## config.mk

```make
export PLATFORM = sky130hd
export DESIGN_NAME = cmd_message_parser
export DESIGN_NICKNAME = d
export VERILOG_FILES = /design/src/inc/cmd_parse_pkg.sv /design/src/inc/inst_stream_if.sv /design/src/hw/cmd_message_parser.sv /design/src/hw/inst_skid_buffer.sv
export SDC_FILE = /design/constraint.sdc
export NUM_CORES = 1
export LEC_CHECK = 0
export BUFFER_PORTS_ARGS = -buffer_cell sky130_fd_sc_hd__clkbuf_2
export CORE_MARGIN = 2
export CORE_UTILIZATION = 56
export DETAILED_ROUTE_END_ITERATION = 6
export GPL_ROUTABILITY_DRIVEN = 0
export PLACE_DENSITY = 0.8
export SLEW_MARGIN = 0
export SYNTH_ARGS = -nofsm -noshare
export SYNTH_HDL_FRONTEND = slang
export SYNTH_HIERARCHICAL = 1
export SYNTH_SLANG_ARGS = --single-unit
```

## constraint.sdc

```tcl
create_clock -name i_ref_clk -period 16.4 [get_ports i_ref_clk]
set_input_delay 0 -clock i_ref_clk [delete_from_list [all_inputs] [get_ports i_ref_clk]]
set_output_delay 0 -clock i_ref_clk [all_outputs]
set_load 0.005 [all_outputs]
```

## src/inc/cmd_parse_pkg.sv

```systemverilog
// Constants, record type and helper functions for the program message parser.
// Assumes ASCII bytes arrive one at a time from a bus front end on the same clock.
package cmd_parse_pkg;

  // Character codes the parser reacts to.
  localparam logic [7:0] LINE_TERMINATOR_CHAR = 8'h0A;
  localparam logic [7:0] CH_SPACE = 8'h20;
  localparam logic [7:0] CH_STAR = 8'h2A;
  localparam logic [7:0] CH_COMMA = 8'h2C;
  localparam logic [7:0] CH_COLON = 8'h3A;
  localparam logic [7:0] CH_SEMI = 8'h3B;
  localparam logic [7:0] CH_QUERY = 8'h3F;
  localparam logic [7:0] CH_LOWER_A = 8'h61;
  localparam logic [7:0] CH_LOWER_Z = 8'h7A;
  localparam logic [7:0] CASE_BIT = 8'h20;
  localparam logic [39:0] VOWELS = "AEIOU";

  // Keyword table, stored in upper case and right-justified.
  localparam int KW_COUNT = 8;
  localparam int IDX_W = 3;
  localparam logic [3:0] KW_MAX_LEN = 4'h8;
  localparam logic [3:0] SHORT_LEN = 4'h4;
  localparam logic [63:0] KW_TEXT [KW_COUNT] = '{
    "CHANNEL", "TIMEBASE", "RANGE", "DELAY", "TYPE", "TRIGGER", "CLS", "ESR"};
  localparam logic [3:0] KW_LEN [KW_COUNT] = '{
    4'h7, 4'h8, 4'h5, 4'h5, 4'h4, 4'h7, 4'h3, 4'h3};

  // Instruction queue depth and parameter counter limit.
  localparam logic [3:0] QUEUE_DEPTH = 4'h8;
  localparam logic [3:0] NPARAM_MAX = 4'hF;

  typedef enum logic [6:0] {
    ST_IDLE  = 7'b0000001,
    ST_HDR   = 7'b0000010,
    ST_SEP   = 7'b0000100,
    ST_DATA  = 7'b0001000,
    ST_COMMA = 7'b0010000,
    ST_SKIP  = 7'b0100000,
    ST_FLUSH = 7'b1000000
  } parse_state_t;

  typedef struct packed {
    logic common;
    logic query;
    logic has_sel;
    logic [IDX_W-1:0] sel;
    logic [IDX_W-1:0] func;
    logic [3:0] nparams;
  } inst_t;

  function automatic logic [7:0] to_upper(input logic [7:0] c);
    to_upper = (c >= CH_LOWER_A && c <= CH_LOWER_Z) ? (c ^ CASE_BIT) : c;
  endfunction : to_upper

  function automatic logic is_vowel(input logic [7:0] c);
    is_vowel = 1'b0;
    for (int v = 0; v < 5; v++) begin
      if (c == VOWELS[8*v +: 8]) is_vowel = 1'b1;
    end
  endfunction : is_vowel

  // Short form: four characters, or three when the fourth is a vowel; keywords of four or fewer characters keep their own length.
  function automatic logic [3:0] short_len(input int k);
    if (KW_LEN[k] > SHORT_LEN) begin
      short_len = is_vowel(KW_TEXT[k][8*int'(KW_LEN[k]) - 32 +: 8]) ? 4'h3 : SHORT_LEN;
    end else begin
      short_len = KW_LEN[k];
    end
  endfunction : short_len

  // Returns the found flag above the keyword index.
  function automatic logic [IDX_W:0] kw_lookup(input logic [63:0] text, input logic [3:0] len);
    logic [3:0] slen;
    kw_lookup = '0;
    for (int k = 0; k < KW_COUNT; k++) begin
      slen = short_len(k);
      if (len == KW_LEN[k] && text == KW_TEXT[k]) begin
        kw_lookup = {1'b1, IDX_W'(k)};
      end else if (len == slen && text == (KW_TEXT[k] >> (8 * int'(KW_LEN[k] - slen)))) begin
        kw_lookup = {1'b1, IDX_W'(k)};
      end
    end
  endfunction : kw_lookup

endpackage : cmd_parse_pkg

```

## src/inc/inst_stream_if.sv

```systemverilog
// Valid/ready stream of parsed instructions between parser modules.
// Assumes both ends share one clock.
`timescale 1ns/1ns
interface inst_stream_if;
  import cmd_parse_pkg::*;
  logic valid;
  logic ready;
  inst_t data;
  modport prod (output valid, output data, input ready);
  modport cons (input valid, input data, output ready);
endinterface : inst_stream_if

```

## src/hw/cmd_message_parser.sv

```systemverilog
// Program message parser: splits ASCII instructions, holds them until the message ends.
// Assumes bytes and the end flag come from a bus front end on i_ref_clk.
`timescale 1ns/1ns
// Functional notes
// Instructions are queued and released only after the message end.
// Message ends on a linefeed byte, an end flag on a byte, or both.
// Host drives the end line low with the final byte.
// One or more spaces separate header and data; any run is accepted.
// A header directly followed by the terminator is accepted.
// Commas split parameters; spaces around commas are tolerated.
// Colons split a header into keyword mnemonics.
// A question mark right after the last mnemonic marks a query.
// Keyword matching ignores letter case.
// Response letters leave in upper case.
// Full and short keyword forms match the same mnemonic.
// Long keywords shorten to four characters, three if the fourth is a vowel.
// Keywords of four or fewer characters are their own short form.
// Host starts a simple header at message start or after a colon.
// First mnemonic of a compound header selects subsystem, second the function.
// A common header is an asterisk immediately followed by its mnemonic.
// Terminator or leading colon returns the position to the root.
// Common instructions leave the current position unchanged.
// Unknown or malformed instructions are dropped and flag a command error.
module cmd_message_parser
  import cmd_parse_pkg::*;
(
  // Clock, reset, enable
  input wire logic i_ref_clk,
  input wire logic i_sys_rst,
  input wire logic i_clk_en,
  // Received bytes
  input wire logic [7:0] i_rx_byte,
  input wire logic i_rx_valid,
  input wire logic i_rx_eoi_n,
  output logic o_rx_ready,
  // Parsed instructions
  output logic o_inst_valid,
  output inst_t o_inst_data,
  input wire logic i_inst_ready,
  // Query responses
  input wire logic [7:0] i_resp_byte,
  input wire logic i_resp_valid,
  output logic [7:0] o_resp_byte,
  output logic o_resp_valid,
  // Errors
  output logic o_cmd_error
);
  parse_state_t state;
  parse_state_t next_state;
  logic pend_term;
  logic acc;
  logic ev;
  logic eoi_byte;
  logic [7:0] evc;
  logic c_term, c_semi, c_colon, c_query, c_star, c_space, c_comma, c_word;
  logic append, start_inst, finish, push, err_now, hdr_err;
  logic set_common, set_colon, set_query, param_inc;
  logic [63:0] mbuf;
  logic [3:0] mlen;
  logic [IDX_W:0] hit;
  logic [IDX_W-1:0] first, second, hv_first, hv_second;
  logic [1:0] mcnt, hv_cnt;
  logic common, colon, query;
  logic [3:0] nparams;
  logic pos_valid;
  logic [IDX_W-1:0] pos;
  inst_t rec;
  inst_t q_mem [QUEUE_DEPTH];
  logic [2:0] wr_ptr, rd_ptr;
  logic [3:0] q_count;
  logic q_full, pop;

  inst_stream_if up_if ();
  inst_stream_if dn_if ();

  assign acc = i_rx_valid && o_rx_ready;
  // The end line is active low and qualifies the byte it travels with.
  assign eoi_byte = acc && !i_rx_eoi_n && i_rx_byte != LINE_TERMINATOR_CHAR;
  assign ev = acc || pend_term;
  assign evc = pend_term ? LINE_TERMINATOR_CHAR : i_rx_byte;
  assign c_term = evc == LINE_TERMINATOR_CHAR;
  assign c_semi = evc == CH_SEMI;
  assign c_colon = evc == CH_COLON;
  assign c_query = evc == CH_QUERY;
  assign c_star = evc == CH_STAR;
  assign c_space = evc == CH_SPACE;
  assign c_comma = evc == CH_COMMA;
  assign c_word = !(c_term || c_semi || c_colon || c_query || c_star || c_space || c_comma);
  assign q_full = q_count == QUEUE_DEPTH;

  // Mnemonics are stored upper-cased, so lower- and upper-case forms compare as equal.
  assign hit = kw_lookup(mbuf, mlen);
  assign finish = ev && state == ST_HDR && (c_colon || c_query || c_space || c_term || c_semi);
  assign hdr_err = !hit[IDX_W] || mcnt == 2'h2 || (c_colon && common);

  always_comb begin
    next_state = state;
    append = 1'b0;
    start_inst = 1'b0;
    push = 1'b0;
    err_now = 1'b0;
    set_common = 1'b0;
    set_colon = 1'b0;
    set_query = 1'b0;
    param_inc = 1'b0;
    if (ev) begin
      case (state)
        ST_IDLE: begin
          if (c_term) begin
            next_state = ST_FLUSH;
          end else if (c_colon) begin
            set_colon = 1'b1;
            start_inst = 1'b1;
            next_state = ST_HDR;
          end else if (c_star) begin
            set_common = 1'b1;
            start_inst = 1'b1;
            next_state = ST_HDR;
          end else if (c_word) begin
            append = 1'b1;
            start_inst = 1'b1;
            next_state = ST_HDR;
          end else if (!(c_space || c_semi)) begin
            err_now = 1'b1;
          end
        end
        ST_HDR: begin
          if (c_word) begin
            if (mlen == KW_MAX_LEN) err_now = 1'b1;
            else append = 1'b1;
          end else if (!finish || hdr_err) begin
            err_now = 1'b1;
          end else if (c_query) begin
            set_query = 1'b1;
            next_state = ST_SEP;
          end else if (c_space) begin
            next_state = ST_SEP;
          end else if (c_term || c_semi) begin
            push = 1'b1;
          end
        end
        ST_SEP: begin
          if (c_comma) begin
            err_now = 1'b1;
          end else if (c_term || c_semi) begin
            push = 1'b1;
          end else if (!c_space) begin
            param_inc = 1'b1;
            next_state = ST_DATA;
          end
        end
        ST_DATA: begin
          if (c_comma) next_state = ST_COMMA;
          else if (c_term || c_semi) push = 1'b1;
        end
        ST_COMMA: begin
          if (c_comma || c_term || c_semi) begin
            err_now = 1'b1;
          end else if (!c_space) begin
            param_inc = 1'b1;
            next_state = ST_DATA;
          end
        end
        ST_SKIP: begin
        end
        default: begin
        end
      endcase
      if (push && q_full) begin
        push = 1'b0;
        err_now = 1'b1;
      end
      if (err_now) next_state = ST_SKIP;
      if ((c_term || c_semi) && state != ST_IDLE && state != ST_FLUSH) begin
        next_state = c_term ? ST_FLUSH : ST_IDLE;
      end
    end
    if (state == ST_FLUSH && q_count == 4'h0) next_state = ST_IDLE;
  end

  // Sequencing and byte acceptance; ready drops while the queue drains.
  always_ff @(posedge i_ref_clk or posedge i_sys_rst) begin
    if (i_sys_rst) begin
      state <= ST_IDLE;
      pend_term <= 1'b0;
      o_rx_ready <= 1'b1;
    end else if (i_clk_en) begin
      state <= next_state;
      pend_term <= eoi_byte;
      o_rx_ready <= next_state != ST_FLUSH && !eoi_byte;
    end
  end

  // Mnemonic collection.
  always_ff @(posedge i_ref_clk or posedge i_sys_rst) begin
    if (i_sys_rst) begin
      mbuf <= '0;
      mlen <= 4'h0;
    end else if (i_clk_en) begin
      if (append) begin
        mbuf <= {(start_inst ? 56'h0 : mbuf[55:0]), to_upper(evc)};
        mlen <= start_inst ? 4'h1 : mlen + 4'h1;
      end else if (finish || start_inst) begin
        mbuf <= '0;
        mlen <= 4'h0;
      end
    end
  end

  // Header fields of the instruction being parsed.
  always_ff @(posedge i_ref_clk or posedge i_sys_rst) begin
    if (i_sys_rst) begin
      first <= '0;
      second <= '0;
      mcnt <= 2'h0;
      common <= 1'b0;
      colon <= 1'b0;
      query <= 1'b0;
      nparams <= 4'h0;
    end else if (i_clk_en) begin
      if (start_inst) begin
        mcnt <= 2'h0;
        common <= set_common;
        colon <= set_colon;
        query <= 1'b0;
        nparams <= 4'h0;
      end else begin
        if (finish && !hdr_err) begin
          first <= hv_first;
          second <= hv_second;
          mcnt <= hv_cnt;
        end
        if (set_query) query <= 1'b1;
        if (param_inc && nparams != NPARAM_MAX) nparams <= nparams + 4'h1;
      end
    end
  end

  // Header view including a mnemonic that closes in this cycle.
  always_comb begin
    hv_first = first;
    hv_second = second;
    hv_cnt = mcnt;
    if (finish && mcnt == 2'h0) begin
      hv_first = hit[IDX_W-1:0];
      hv_cnt = 2'h1;
    end else if (finish) begin
      hv_second = hit[IDX_W-1:0];
      hv_cnt = 2'h2;
    end
    rec.common = common;
    rec.query = query;
    rec.nparams = nparams;
    if (common) begin
      rec.has_sel = 1'b0;
      rec.sel = '0;
      rec.func = hv_first;
    end else if (hv_cnt == 2'h2) begin
      rec.has_sel = 1'b1;
      rec.sel = hv_first;
      rec.func = hv_second;
    end else begin
      rec.has_sel = pos_valid && !colon;
      rec.sel = pos;
      rec.func = hv_first;
    end
  end

  // Current position in the command hierarchy.
  always_ff @(posedge i_ref_clk or posedge i_sys_rst) begin
    if (i_sys_rst) begin
      pos_valid <= 1'b0;
      pos <= '0;
    end else if (i_clk_en) begin
      if ((ev && c_term) || (start_inst && set_colon)) begin
        pos_valid <= 1'b0;
      end else if (push && !common && hv_cnt == 2'h2) begin
        pos_valid <= 1'b1;
        pos <= hv_first;
      end
    end
  end

  // Held instructions, drained into the output buffer after the message end.
  assign pop = up_if.valid && up_if.ready;
  assign up_if.valid = state == ST_FLUSH && q_count != 4'h0;
  assign up_if.data = q_mem[rd_ptr];

  always_ff @(posedge i_ref_clk or posedge i_sys_rst) begin
    if (i_sys_rst) begin
      wr_ptr <= 3'h0;
      rd_ptr <= 3'h0;
      q_count <= 4'h0;
      for (int i = 0; i < int'(QUEUE_DEPTH); i++) q_mem[i] <= '0;
    end else if (i_clk_en) begin
      if (push) begin
        q_mem[wr_ptr] <= rec;
        wr_ptr <= wr_ptr + 3'h1;
      end
      if (pop) rd_ptr <= rd_ptr + 3'h1;
      if (push && !pop) q_count <= q_count + 4'h1;
      else if (pop && !push) q_count <= q_count - 4'h1;
    end
  end

  inst_skid_buffer u_buf (
    .i_ref_clk(i_ref_clk),
    .i_sys_rst(i_sys_rst),
    .i_clk_en(i_clk_en),
    .up(up_if.cons),
    .dn(dn_if.prod)
  );
  assign o_inst_valid = dn_if.valid;
  assign o_inst_data = dn_if.data;
  assign dn_if.ready = i_inst_ready;

  // Error pulse and upper-case response path.
  always_ff @(posedge i_ref_clk or posedge i_sys_rst) begin
    if (i_sys_rst) begin
      o_cmd_error <= 1'b0;
      o_resp_byte <= 8'h00;
      o_resp_valid <= 1'b0;
    end else if (i_clk_en) begin
      o_cmd_error <= err_now;
      o_resp_byte <= to_upper(i_resp_byte);
      o_resp_valid <= i_resp_valid;
    end
  end

  AST_HOLD_UNTIL_END: assert property (@(posedge i_ref_clk) disable iff (i_sys_rst)
    up_if.valid |-> state == ST_FLUSH && !o_rx_ready)
    else $error("instruction released before message end");
  AST_LF_ENDS: assert property (@(posedge i_ref_clk) disable iff (i_sys_rst)
    i_clk_en && acc && i_rx_byte == LINE_TERMINATOR_CHAR |=> state == ST_FLUSH && !pos_valid)
    else $error("linefeed did not end the message");
  AST_EOI_ENDS: assert property (@(posedge i_ref_clk) disable iff (i_sys_rst)
    i_clk_en && eoi_byte |=> pend_term && !o_rx_ready ##1 (state == ST_FLUSH || !$past(i_clk_en)))
    else $error("end flag did not end the message");
  AST_SPACE_RUN: assert property (@(posedge i_ref_clk) disable iff (i_sys_rst)
    i_clk_en && acc && state == ST_SEP && i_rx_byte == CH_SPACE |=> state == ST_SEP)
    else $error("space run left the separator state");
  AST_QUERY: assert property (@(posedge i_ref_clk) disable iff (i_sys_rst)
    i_clk_en && acc && state == ST_HDR && c_query && !err_now |=> query && state == ST_SEP)
    else $error("question mark not taken as query");
  AST_COMMON_POS: assert property (@(posedge i_ref_clk) disable iff (i_sys_rst)
    i_clk_en && push && common && !c_term |=> pos_valid == $past(pos_valid) && pos == $past(pos))
    else $error("common instruction moved the position");
  AST_COMMON_GAP: assert property (@(posedge i_ref_clk) disable iff (i_sys_rst)
    i_clk_en && acc && state == ST_HDR && common && mlen == 4'h0 && c_space |=> o_cmd_error)
    else $error("space after asterisk accepted");
  AST_UPPER: assert property (@(posedge i_ref_clk) disable iff (i_sys_rst)
    o_resp_valid |-> !(o_resp_byte >= CH_LOWER_A && o_resp_byte <= CH_LOWER_Z))
    else $error("lower-case letter in response");
  AST_ERR_DROP: assert property (@(posedge i_ref_clk) disable iff (i_sys_rst)
    i_clk_en && err_now && !c_term && !c_semi |=> state == ST_SKIP && o_cmd_error)
    else $error("bad instruction not discarded");
endmodule : cmd_message_parser

```

## src/hw/inst_skid_buffer.sv

```systemverilog
// Two-entry skid buffer for parsed instructions.
// Assumes a single clock, active-high async reset and a freezing clock enable.
`timescale 1ns/1ns
module inst_skid_buffer
  import cmd_parse_pkg::*;
(
  // Clock and reset
  input wire logic i_ref_clk,
  input wire logic i_sys_rst,
  input wire logic i_clk_en,
  // Streams
  inst_stream_if.cons up,
  inst_stream_if.prod dn
);
  logic main_valid;
  logic skid_valid;
  inst_t main_data;
  inst_t skid_data;
  logic take;
  logic give;

  assign take = up.valid && !skid_valid;
  assign give = main_valid && dn.ready;
  assign up.ready = !skid_valid;
  assign dn.valid = main_valid;
  assign dn.data = main_data;

  // A stalled receiver parks one word in the skid slot and drops ready.
  always_ff @(posedge i_ref_clk or posedge i_sys_rst) begin
    if (i_sys_rst) begin
      main_valid <= 1'b0;
      skid_valid <= 1'b0;
      main_data <= '0;
      skid_data <= '0;
    end else if (i_clk_en) begin
      if (!main_valid || give) begin
        if (skid_valid) begin
          main_data <= skid_data;
          main_valid <= 1'b1;
          skid_valid <= 1'b0;
        end else begin
          main_valid <= take;
          main_data <= up.data;
        end
      end else if (take) begin
        skid_valid <= 1'b1;
        skid_data <= up.data;
      end
    end
  end
endmodule : inst_skid_buffer

```

==> results of run 1 <==
sequential cells by signal (all words and copies together), names as in the netlist, 4 cells and up:
| name | count |
|---|---|
| mlen | 4 |
| q_count | 4 |
| mbuf | 64 |
| nparams | 4 |
| state | 7 |
| o_resp_byte | 8 |
| q_mem | 104 |
| u_buf/dn.data | 13 |
| u_buf/skid_data | 13 |
critical path: stages, from the launching register on:
cell	delay (ns)
dfrtp_1	0.41
nor4_2	0.50
nand4_1	0.26
nor4_1	0.75
nand4_1	0.17
nand4_1	0.17
or4_4	0.30
nand2_1	0.09
nor3_1	0.20
ha_1	0.21
inv_1	0.09
ha_1	0.30
a21o_1	0.18
a21oi_1	0.17
xnor2_1	0.13
nor2_1	0.07
xor2_1	0.14
synthesized netlist by cell type (all sizes together) (5+ instances only):
master	n	area (µm²)
nand2b	11	68.8
inv	18	67.6
nor4bb	7	70.1
nor2b	11	68.8
clkbuf	34	128
mux2i	17	170
o31ai	7	57.6
dfrtp	246	6160
mux2	156	1880
nor3b	9	67.6
mux4	26	586
a21oi	39	203
nand2	170	638
xnor2	9	78.8
nor4	27	188
or4b	5	50.1
nor4b	14	135
o21ai	88	440
ha	9	113
nand4b	12	105
nor2	45	169
a22o	5	43.8
a31oi	21	131
and3	8	50.1
and2	5	31.3
nor3	25	146
buf	40	258
nand4	28	239
nand3	30	175
metal layers:
layer	vias up	global-route usage
met2	421	0.409
met4	0	0.0708
met1	4959	0.367
met5	-	0
li1	4530	-
met3	89	0.0400
where the power goes:
| part | switching (mW) | leakage (nW) | total (mW) | internal [mW] |
|---|---|---|---|---|
| logic | 0.165 | 2.71 | 0.281 | 0.117 |
| registers | 0.0848 | 3.39 | 0.736 | 0.651 |
| clock network | 0.246 | 0.411 | 0.566 | 0.320 |
layout by cell type (no fill, tap or decap), drive strengths merged, types with 5 or more instances in the layout:
| cell type | n |
|---|---|
| mux2i | 17 |
| inv | 18 |
| nor2 | 45 |
| o31ai | 7 |
| buf | 6 |
| nor2b | 11 |
| dfrtp | 246 |
| nor3b | 9 |
| nand4 | 28 |
| mux4 | 26 |
| clkbuf | 83 |
| nand2b | 11 |
| nor4b | 14 |
| clkinv | 10 |
| a22o | 5 |
| and2 | 5 |
| mux2 | 156 |
| nand2 | 170 |
| nor4bb | 7 |
| xnor2 | 9 |
| and3 | 8 |
| a21oi | 39 |
| a31oi | 21 |
| nand3 | 30 |
| nand4b | 12 |
| dlygate4sd3 | 22 |
| nor4 | 27 |
| ha | 9 |
| nor3 | 25 |
| or4b | 5 |
| o21ai | 88 |
layout make-up:
type                            count  area, µm²  share of cell area
Timing Repair Buffer               75        500              0.0342
Clock inverter                     11       76.3             0.00521
Multi-Input combinational cell    866       6640               0.453
Clock buffer                       36        748              0.0511
Tap cell                          319        399              0.0272
Sequential cell                   248       6210               0.424
Inverter                           18       75.1             0.00512
final timing paths:
kind	startpoint	to	slack, ns	cells after the start
worst max-delay path	mbuf[45]$_DFFE_PP0P_	q_count[3]$_DFFE_PP0P_	12.15	16
worst min-delay path	i_clk_en	u_buf/dn.valid$_DFFE_PP0P_	0.12	4
worst max register to register	mbuf[45]$_DFFE_PP0P_	q_count[3]$_DFFE_PP0P_	12.15	16
worst min register to register	mbuf[56]$_DFFE_PP0P_	mbuf[56]$_DFFE_PP0P_	0.49	2
max in group asynchronous	i_sys_rst	wr_ptr[1]$_DFFE_PP0P_	14.55	4
min in group asynchronous	i_sys_rst	q_mem[30]$_DFFE_PP0P_	0.20	3
cells by family (layout without fill, tap and decap cells):
| logic type | after synthesis | count (layout) |
|---|---|---|
| XOR/XNOR | 11 | 11 |
| multiplexers | 199 | 199 |
| AND/OR/NAND/NOR | 437 | 437 |
| buffers and inverters | 92 | 140 |
| flip-flops | 248 | 248 |
| adder cells (fa/ha/maj) | 10 | 10 |
| AO/OA/AOI/OAI | 209 | 209 |
==> reports/qor.csv, run 1 <==
metric;value;unit
status;complete, no violations;
Antenna Nets Post-Route;0;
Max Clock Skew;0.0209;ns
clk_lat worst skew;0.54;ns
Max-Cap Viols;0;
syn_nets;1239;
worst hold slack;0.116;ns
Core Region;23400;µm²
YS warnings;6;
Met1 Routed Length;14000;µm
Setup WS pre-CTS;12.26;ns
chip height;158;µm
crit path time final;4.25;ns
setup bufs post-CTS;0;
Synth Area in Simple Gates;0.185;
Crit Path Max Fanout;13;
Clock transition at path regs;0.06;ns
first-pass GRT wire length;50900;µm
peak supply drop;0.0000848;V
number of fill cells;1814;
Resized Gates After CTS;0;
DR iter-0 viols;1051;
width of the die;158;µm
final core utilization;0.626;
top-level port count;48;
H-tree levels;1;
row cnt;56;
multiplexer share of the synthesized area;0.199;
RSZ-0062 raised after global routing;false;
FMAX;235;MHz
# hold bufs at CTS;22;
post-synthesis cell count;1206;
Root Driver;clkbuf_16;
non-filler cells, final;1573;
Post-Synth Adder-Cell Area;0.00998;
P&R area growth vs syn;10.2;%
critical path startpoint category;flop;
Slew headroom;0.186;
number of synthesized register bits;248;
DRC viols;0;
WL met3;2150;µm
number of synthesized flops with an enable pin;0;
Post-Layout Inst Area;14700;µm²
clk buf depth;3;
Post-Synthesis Cell Area;13300;µm²
initial antenna violation count;0;
layout cell share with drive strength beyond 1;0.226;
Synth Flop Type;dfrtp_1;
vias in the first global route;9684;
class of the tightest hold or removal check;input port to flop;
critical path arrival;4.68;ns
Seq/Total Area, Yosys;0.467;
antenna cells;0;
Avg Cell Area, Syn;11.0;µm²
Pleak;6.50;nW
final max-slew violation count;0;
total power;1.58;mW
largest family of logic cells by synthesized area;multiplexers;
period utilisation layout;0.259;
CP Class;flop to flop;
placed insts;1504;
CTS sink cnt;248;
port buffer count;47;
dpl cell area;13600;µm²
Worst Tran Pin Value;1.20;ns
Overflow after GRT;0;
clock buffer count from CTS;26;
hpwl dp;20100;µm
Final setup viols;0;
Initial Utilization;0.568;
CTS tree;done;
wirelength, routed;31400;µm
via count;9999;
compound-cell area share of the yosys netlist;0.0984;
Distinct cells, synth;84;
worst setup margin;12.15;ns
Fin. Hold Viols;0;
setup TNS;0;ns
XOR/XNOR Fraction of Synth Area;0.00725;
Critical Path RT;16.83;ns
Cell Pwr Density;108;nW/µm²
met2 routed WL;14600;µm
drt first pass iters;5;
die area;25000;µm²
Nets;1268;
Avg WL per Cell;20.0;µm
top sig layer;met4;
GRT Overall Usage;0.256;
vias per inst;6.36;
Post-synth ARST share;1.00;
largest net degree at the start of global routing;135;
Crit. End Element;flop;
Note: power is estimated with default switching activity, not from simulation.
==> run 2: changes to the inputs <==
--- a/config.mk
+++ b/config.mk
@@ -5,6 +5,7 @@
 export SDC_FILE = /design/constraint.sdc
 export NUM_CORES = 1
 export LEC_CHECK = 0
+export ABC_AREA = 1
 export BUFFER_PORTS_ARGS = -buffer_cell sky130_fd_sc_hd__clkbuf_2
 export CORE_MARGIN = 2
 export CORE_UTILIZATION = 56
==> constraint.sdc (replaced) <==
create_clock -name i_ref_clk -period 4.2 [get_ports i_ref_clk]
set_input_delay 0 -clock i_ref_clk [delete_from_list [all_inputs] [get_ports i_ref_clk]]
set_output_delay 0 -clock i_ref_clk [all_outputs]
set_load 0.005 [all_outputs]
==> reports/qor.csv, run 2 <==
metric;value;unit;change
Nets;1901;;was 1268
syn_nets;1861;;was 1239
width of the die;160;µm;was 158 µm
peak supply drop;0.000431;V;was 0.0000848 V
Pleak;7.24;nW;was 6.50 nW
Post-Synth Adder-Cell Area;0.00978;;was 0.00998
number of fill cells;2046;;was 1814
wirelength, routed;35000;µm;was 31400 µm
CTS sink cnt;248;;unchanged
Met1 Routed Length;15100;µm;was 14000 µm
Core Region;23600;µm²;was 23400 µm²
vias per inst;5.67;;was 6.36
row cnt;56;;unchanged
Synth Area in Simple Gates;0.302;;was 0.185
top sig layer;met4;;unchanged
most frequent cells in the layout;nand2_1 (490), nor2_1 (256), dfrtp_1 (246);;was dfrtp_1 (245), nand2_1 (170), mux2_2 (92)
Crit Path Max Fanout;15;;was 13
drt first pass iters;6;;was 5
Avg WL per Cell;15.9;µm;was 20.0 µm
Yosys top cell by area;dfrtp_1;;unchanged
Root Driver;clkbuf_16;;unchanged
Fin. Hold Viols;0;;unchanged
Initial Utilization;0.575;;was 0.568
largest family of logic cells by synthesized area;simple AND/OR/NAND/NOR gates;;was multiplexers
Synth Flop Type;dfrtp_1;;unchanged
GRT Overall Usage;0.277;;was 0.256
first-pass GRT wire length;58900;µm;was 50900 µm
number of synthesized register bits;248;;unchanged
final max-slew violation count;0;;unchanged
initial antenna violation count;0;;unchanged
flop-to-flop setup slack;0.49;ns;was 12.15 ns
crit path time final;3.71;ns;was 4.25 ns
number of synthesized flops with an enable pin;0;;unchanged
compound-cell area share of the yosys netlist;0.147;;was 0.0984
clk_lat worst skew;0.54;ns;about the same
DR iter-0 viols;1184;;was 1051
DRC viols;0;;unchanged
via count;12500;;was 9999
setup TNS;0;ns;unchanged
antenna cells;0;;unchanged
Max-Cap Viols;0;;unchanged
WL met3;2050;µm;was 2150 µm
top post-synthesis cells by area;dfrtp_1 (45%), nand2_1 (14%), nor2_1 (7.1%);;was dfrtp_1 (46%), mux2_2 (7.8%), nand2_1 (4.8%)
register area;6210;µm²;about the same
port buffer count;47;;unchanged
Worst Tran Pin Value;1.04;ns;was 1.20 ns
chip height;160;µm;was 158 µm
Setup WS pre-CTS;0.557;ns;was 12.26 ns
Avg Cell Area, Syn;7.42;µm²;was 11.0 µm²
Seq/Total Area, Yosys;0.458;;was 0.467
top-level port count;48;;unchanged
register name with the most flops;q_mem;;unchanged
class of the tightest hold or removal check;input port to flop;;unchanged
YS warnings;6;;unchanged
Critical Path RT;4.62;ns;was 16.83 ns
hpwl dp;23500;µm;was 20100 µm
worst setup margin;0.488;ns;was 12.15 ns
FMAX;269;MHz;was 235 MHz
final core utilization;0.638;;was 0.626
post-synthesis cell count;1828;;was 1206
worst hold stages;3;;was 4
critical path startpoint category;flop;;unchanged
P&R area growth vs syn;11.0;%;was 10.2%
Distinct cells, synth;54;;was 84
Synth top area share;0.454;;was 0.463
met2 routed WL;16700;µm;was 14600 µm
Clock transition at path regs;0.06;ns;about the same
clock buffer count from CTS;27;;was 26
status;complete, no violations;;unchanged
period utilisation layout;0.884;;was 0.259
multiplexer share of the synthesized area;0.000830;;was 0.199
vias in the first global route;12000;;was 9684
H-tree levels;1;;unchanged
CP Class;flop to flop;;unchanged
multi-input logic area;6330;µm²;was 6640 µm²
depth of the worst register-to-register path;22;;was 16
Antenna Nets Post-Route;0;;unchanged
Commonest cells post-synth;nand2_1 (490), nor2_1 (256), dfrtp_1 (246), inv_1 (159), o21ai_1 (103);;was dfrtp_1 (246), nand2_1 (170), mux2_2 (92), o21ai_0 (77), nor2_1 (45)
die area;25500;µm²;was 25000 µm²
count leader, synth;nand2_1;;was dfrtp_1
Post-synth ARST share;1.00;;unchanged
Max Clock Skew;0.0122;ns;was 0.0209 ns
RSZ-0062 raised after global routing;false;;unchanged
Post-Synthesis Cell Area;13600;µm²;was 13300 µm²
setup bufs post-CTS;0;;unchanged
Final setup viols;0;;unchanged
Slew headroom;0.306;;was 0.186
max reg flops;104;;unchanged
CTS tree;done;;unchanged
clk buf depth;3;;unchanged
Regs by FF count;q_mem (104), mbuf (64);;unchanged
critical path arrival;4.13;ns;was 4.68 ns
Cell Pwr Density;550;nW/µm²;was 108 nW/µm²
largest net degree at the start of global routing;115;;was 135
Overflow after GRT;0;;unchanged
layout cell share with drive strength beyond 1;0.0870;;was 0.226
Crit. End Element;flop;;unchanged
most common cell after layout, fill and taps aside;nand2_1;;was dfrtp_1
XOR/XNOR Fraction of Synth Area;0.00581;;was 0.00725
run 2: cell count changes after synthesis, moves of 16 or more:
cell | previous run | this run
nor2_1 | 45 | 256
mux2i_1 | 17 | 0
o21ai_1 | 11 | 103
mux2_1 | 30 | 0
mux4_2 | 26 | 0
mux2_2 | 92 | 1
inv_1 | 18 | 159
o21ai_0 | 77 | 102
nand2_1 | 170 | 490
mux2_4 | 34 | 0
nor4_1 | 24 | 8
nand3_1 | 28 | 93
o22ai_1 | 3 | 19
a21oi_1 | 37 | 90
run 2: layout make-up:
class | instances | share of cell area
multi-input combinational | 1338 | 0.421
sequential | 248 | 0.412
tap | 319 | 0.0265
clock buffer | 41 | 0.0523
inverter | 172 | 0.0436
clock inverter | 6 | 0.00582
timing repair buffer | 81 | 0.0389
run 2: what timing repair did:
item	in CTS	in global routing
gates resized for setup	0	0
endpoints found under the setup margin	0	0
endpoints found under the hold margin	101	0
hold buffers	23	0
run 2: where the power goes:
part	total (mW)	leakage, nW	internal, mW	switching (mW)
Clock	2.34	0.430	1.41	0.938
Sequential	3.24	3.24	2.82	0.418
Combinational	2.70	3.56	0.837	1.86
Total	8.28	7.24	5.06	3.22
run 2: kinds of logic (layout without fill, tap and decap cells):
logic type,Yosys count,count (layout)
flops,248,248
fa+ha+maj,10,10
compound gates,365,365
mux,1,1
xor+xnor,9,9
simple gates,953,953
buf+inv,242,300
run 2: per-stage QoR:
| step | hold slack (ns) | cell area, µm² | power, mW | instances |
|---|---|---|---|---|
| final | 0.114 | 15100 | 8.28 | 2205 |
| after global routing | 0.162 | 15100 | 8.82 | 2205 |
| after CTS | 0.104 | 15100 | 8.27 | 2205 |
| after detailed placement | 0.139 | 14000 | 5.89 | 2135 |
| after global placement | 0.138 | 14000 | 5.82 | 2135 |
| after floorplan | 0.0654 | 13600 | 5.12 | 1828 |
run 2: worst paths after layout:
| check | from | endpoint |
|---|---|---|
| worst max-delay path | mbuf[59]$_DFFE_PP0P_ | q_count[3]$_DFFE_PP0P_ |
| worst min-delay path | i_clk_en | o_resp_valid$_DFFE_PP0P_ |
| worst max register to register | mbuf[59]$_DFFE_PP0P_ | q_count[3]$_DFFE_PP0P_ |
| worst min register to register | u_buf/skid_data[8]$_DFFE_PP0P_ | u_buf/skid_data[8]$_DFFE_PP0P_ |
| max in group asynchronous | i_sys_rst | mbuf[10]$_DFFE_PP0P_ |
| min in group asynchronous | i_sys_rst | q_mem[78]$_DFFE_PP0P_ |
run 2: layer usage:
metal  vias up  track usage
li1       6065            -
met1      5840        0.368
met4         0        0.103
met3        92       0.0327
met2       500        0.469
met5         -            0
run 2: worst max-delay path, cell delays in order, from the launching register on:
cell and delay [ns]:
dfrtp_1 0.38, nor2_2 0.17, nand2_1 0.07, nor2_1 0.29
nand2_2 0.19, nor2_4 0.34, nand3_1 0.19, nand2_1 0.14
nor2_1 0.07, nand3_2 0.08, nand3_1 0.08, nand2_2 0.09
nand2_2 0.06, nor2_4 0.11, ha_1 0.20, inv_1 0.09
ha_1 0.32, and3_1 0.18, a211oi_1 0.22, nand2_1 0.09
nand2_1 0.06, nor2_1 0.05, xor2_1 0.13
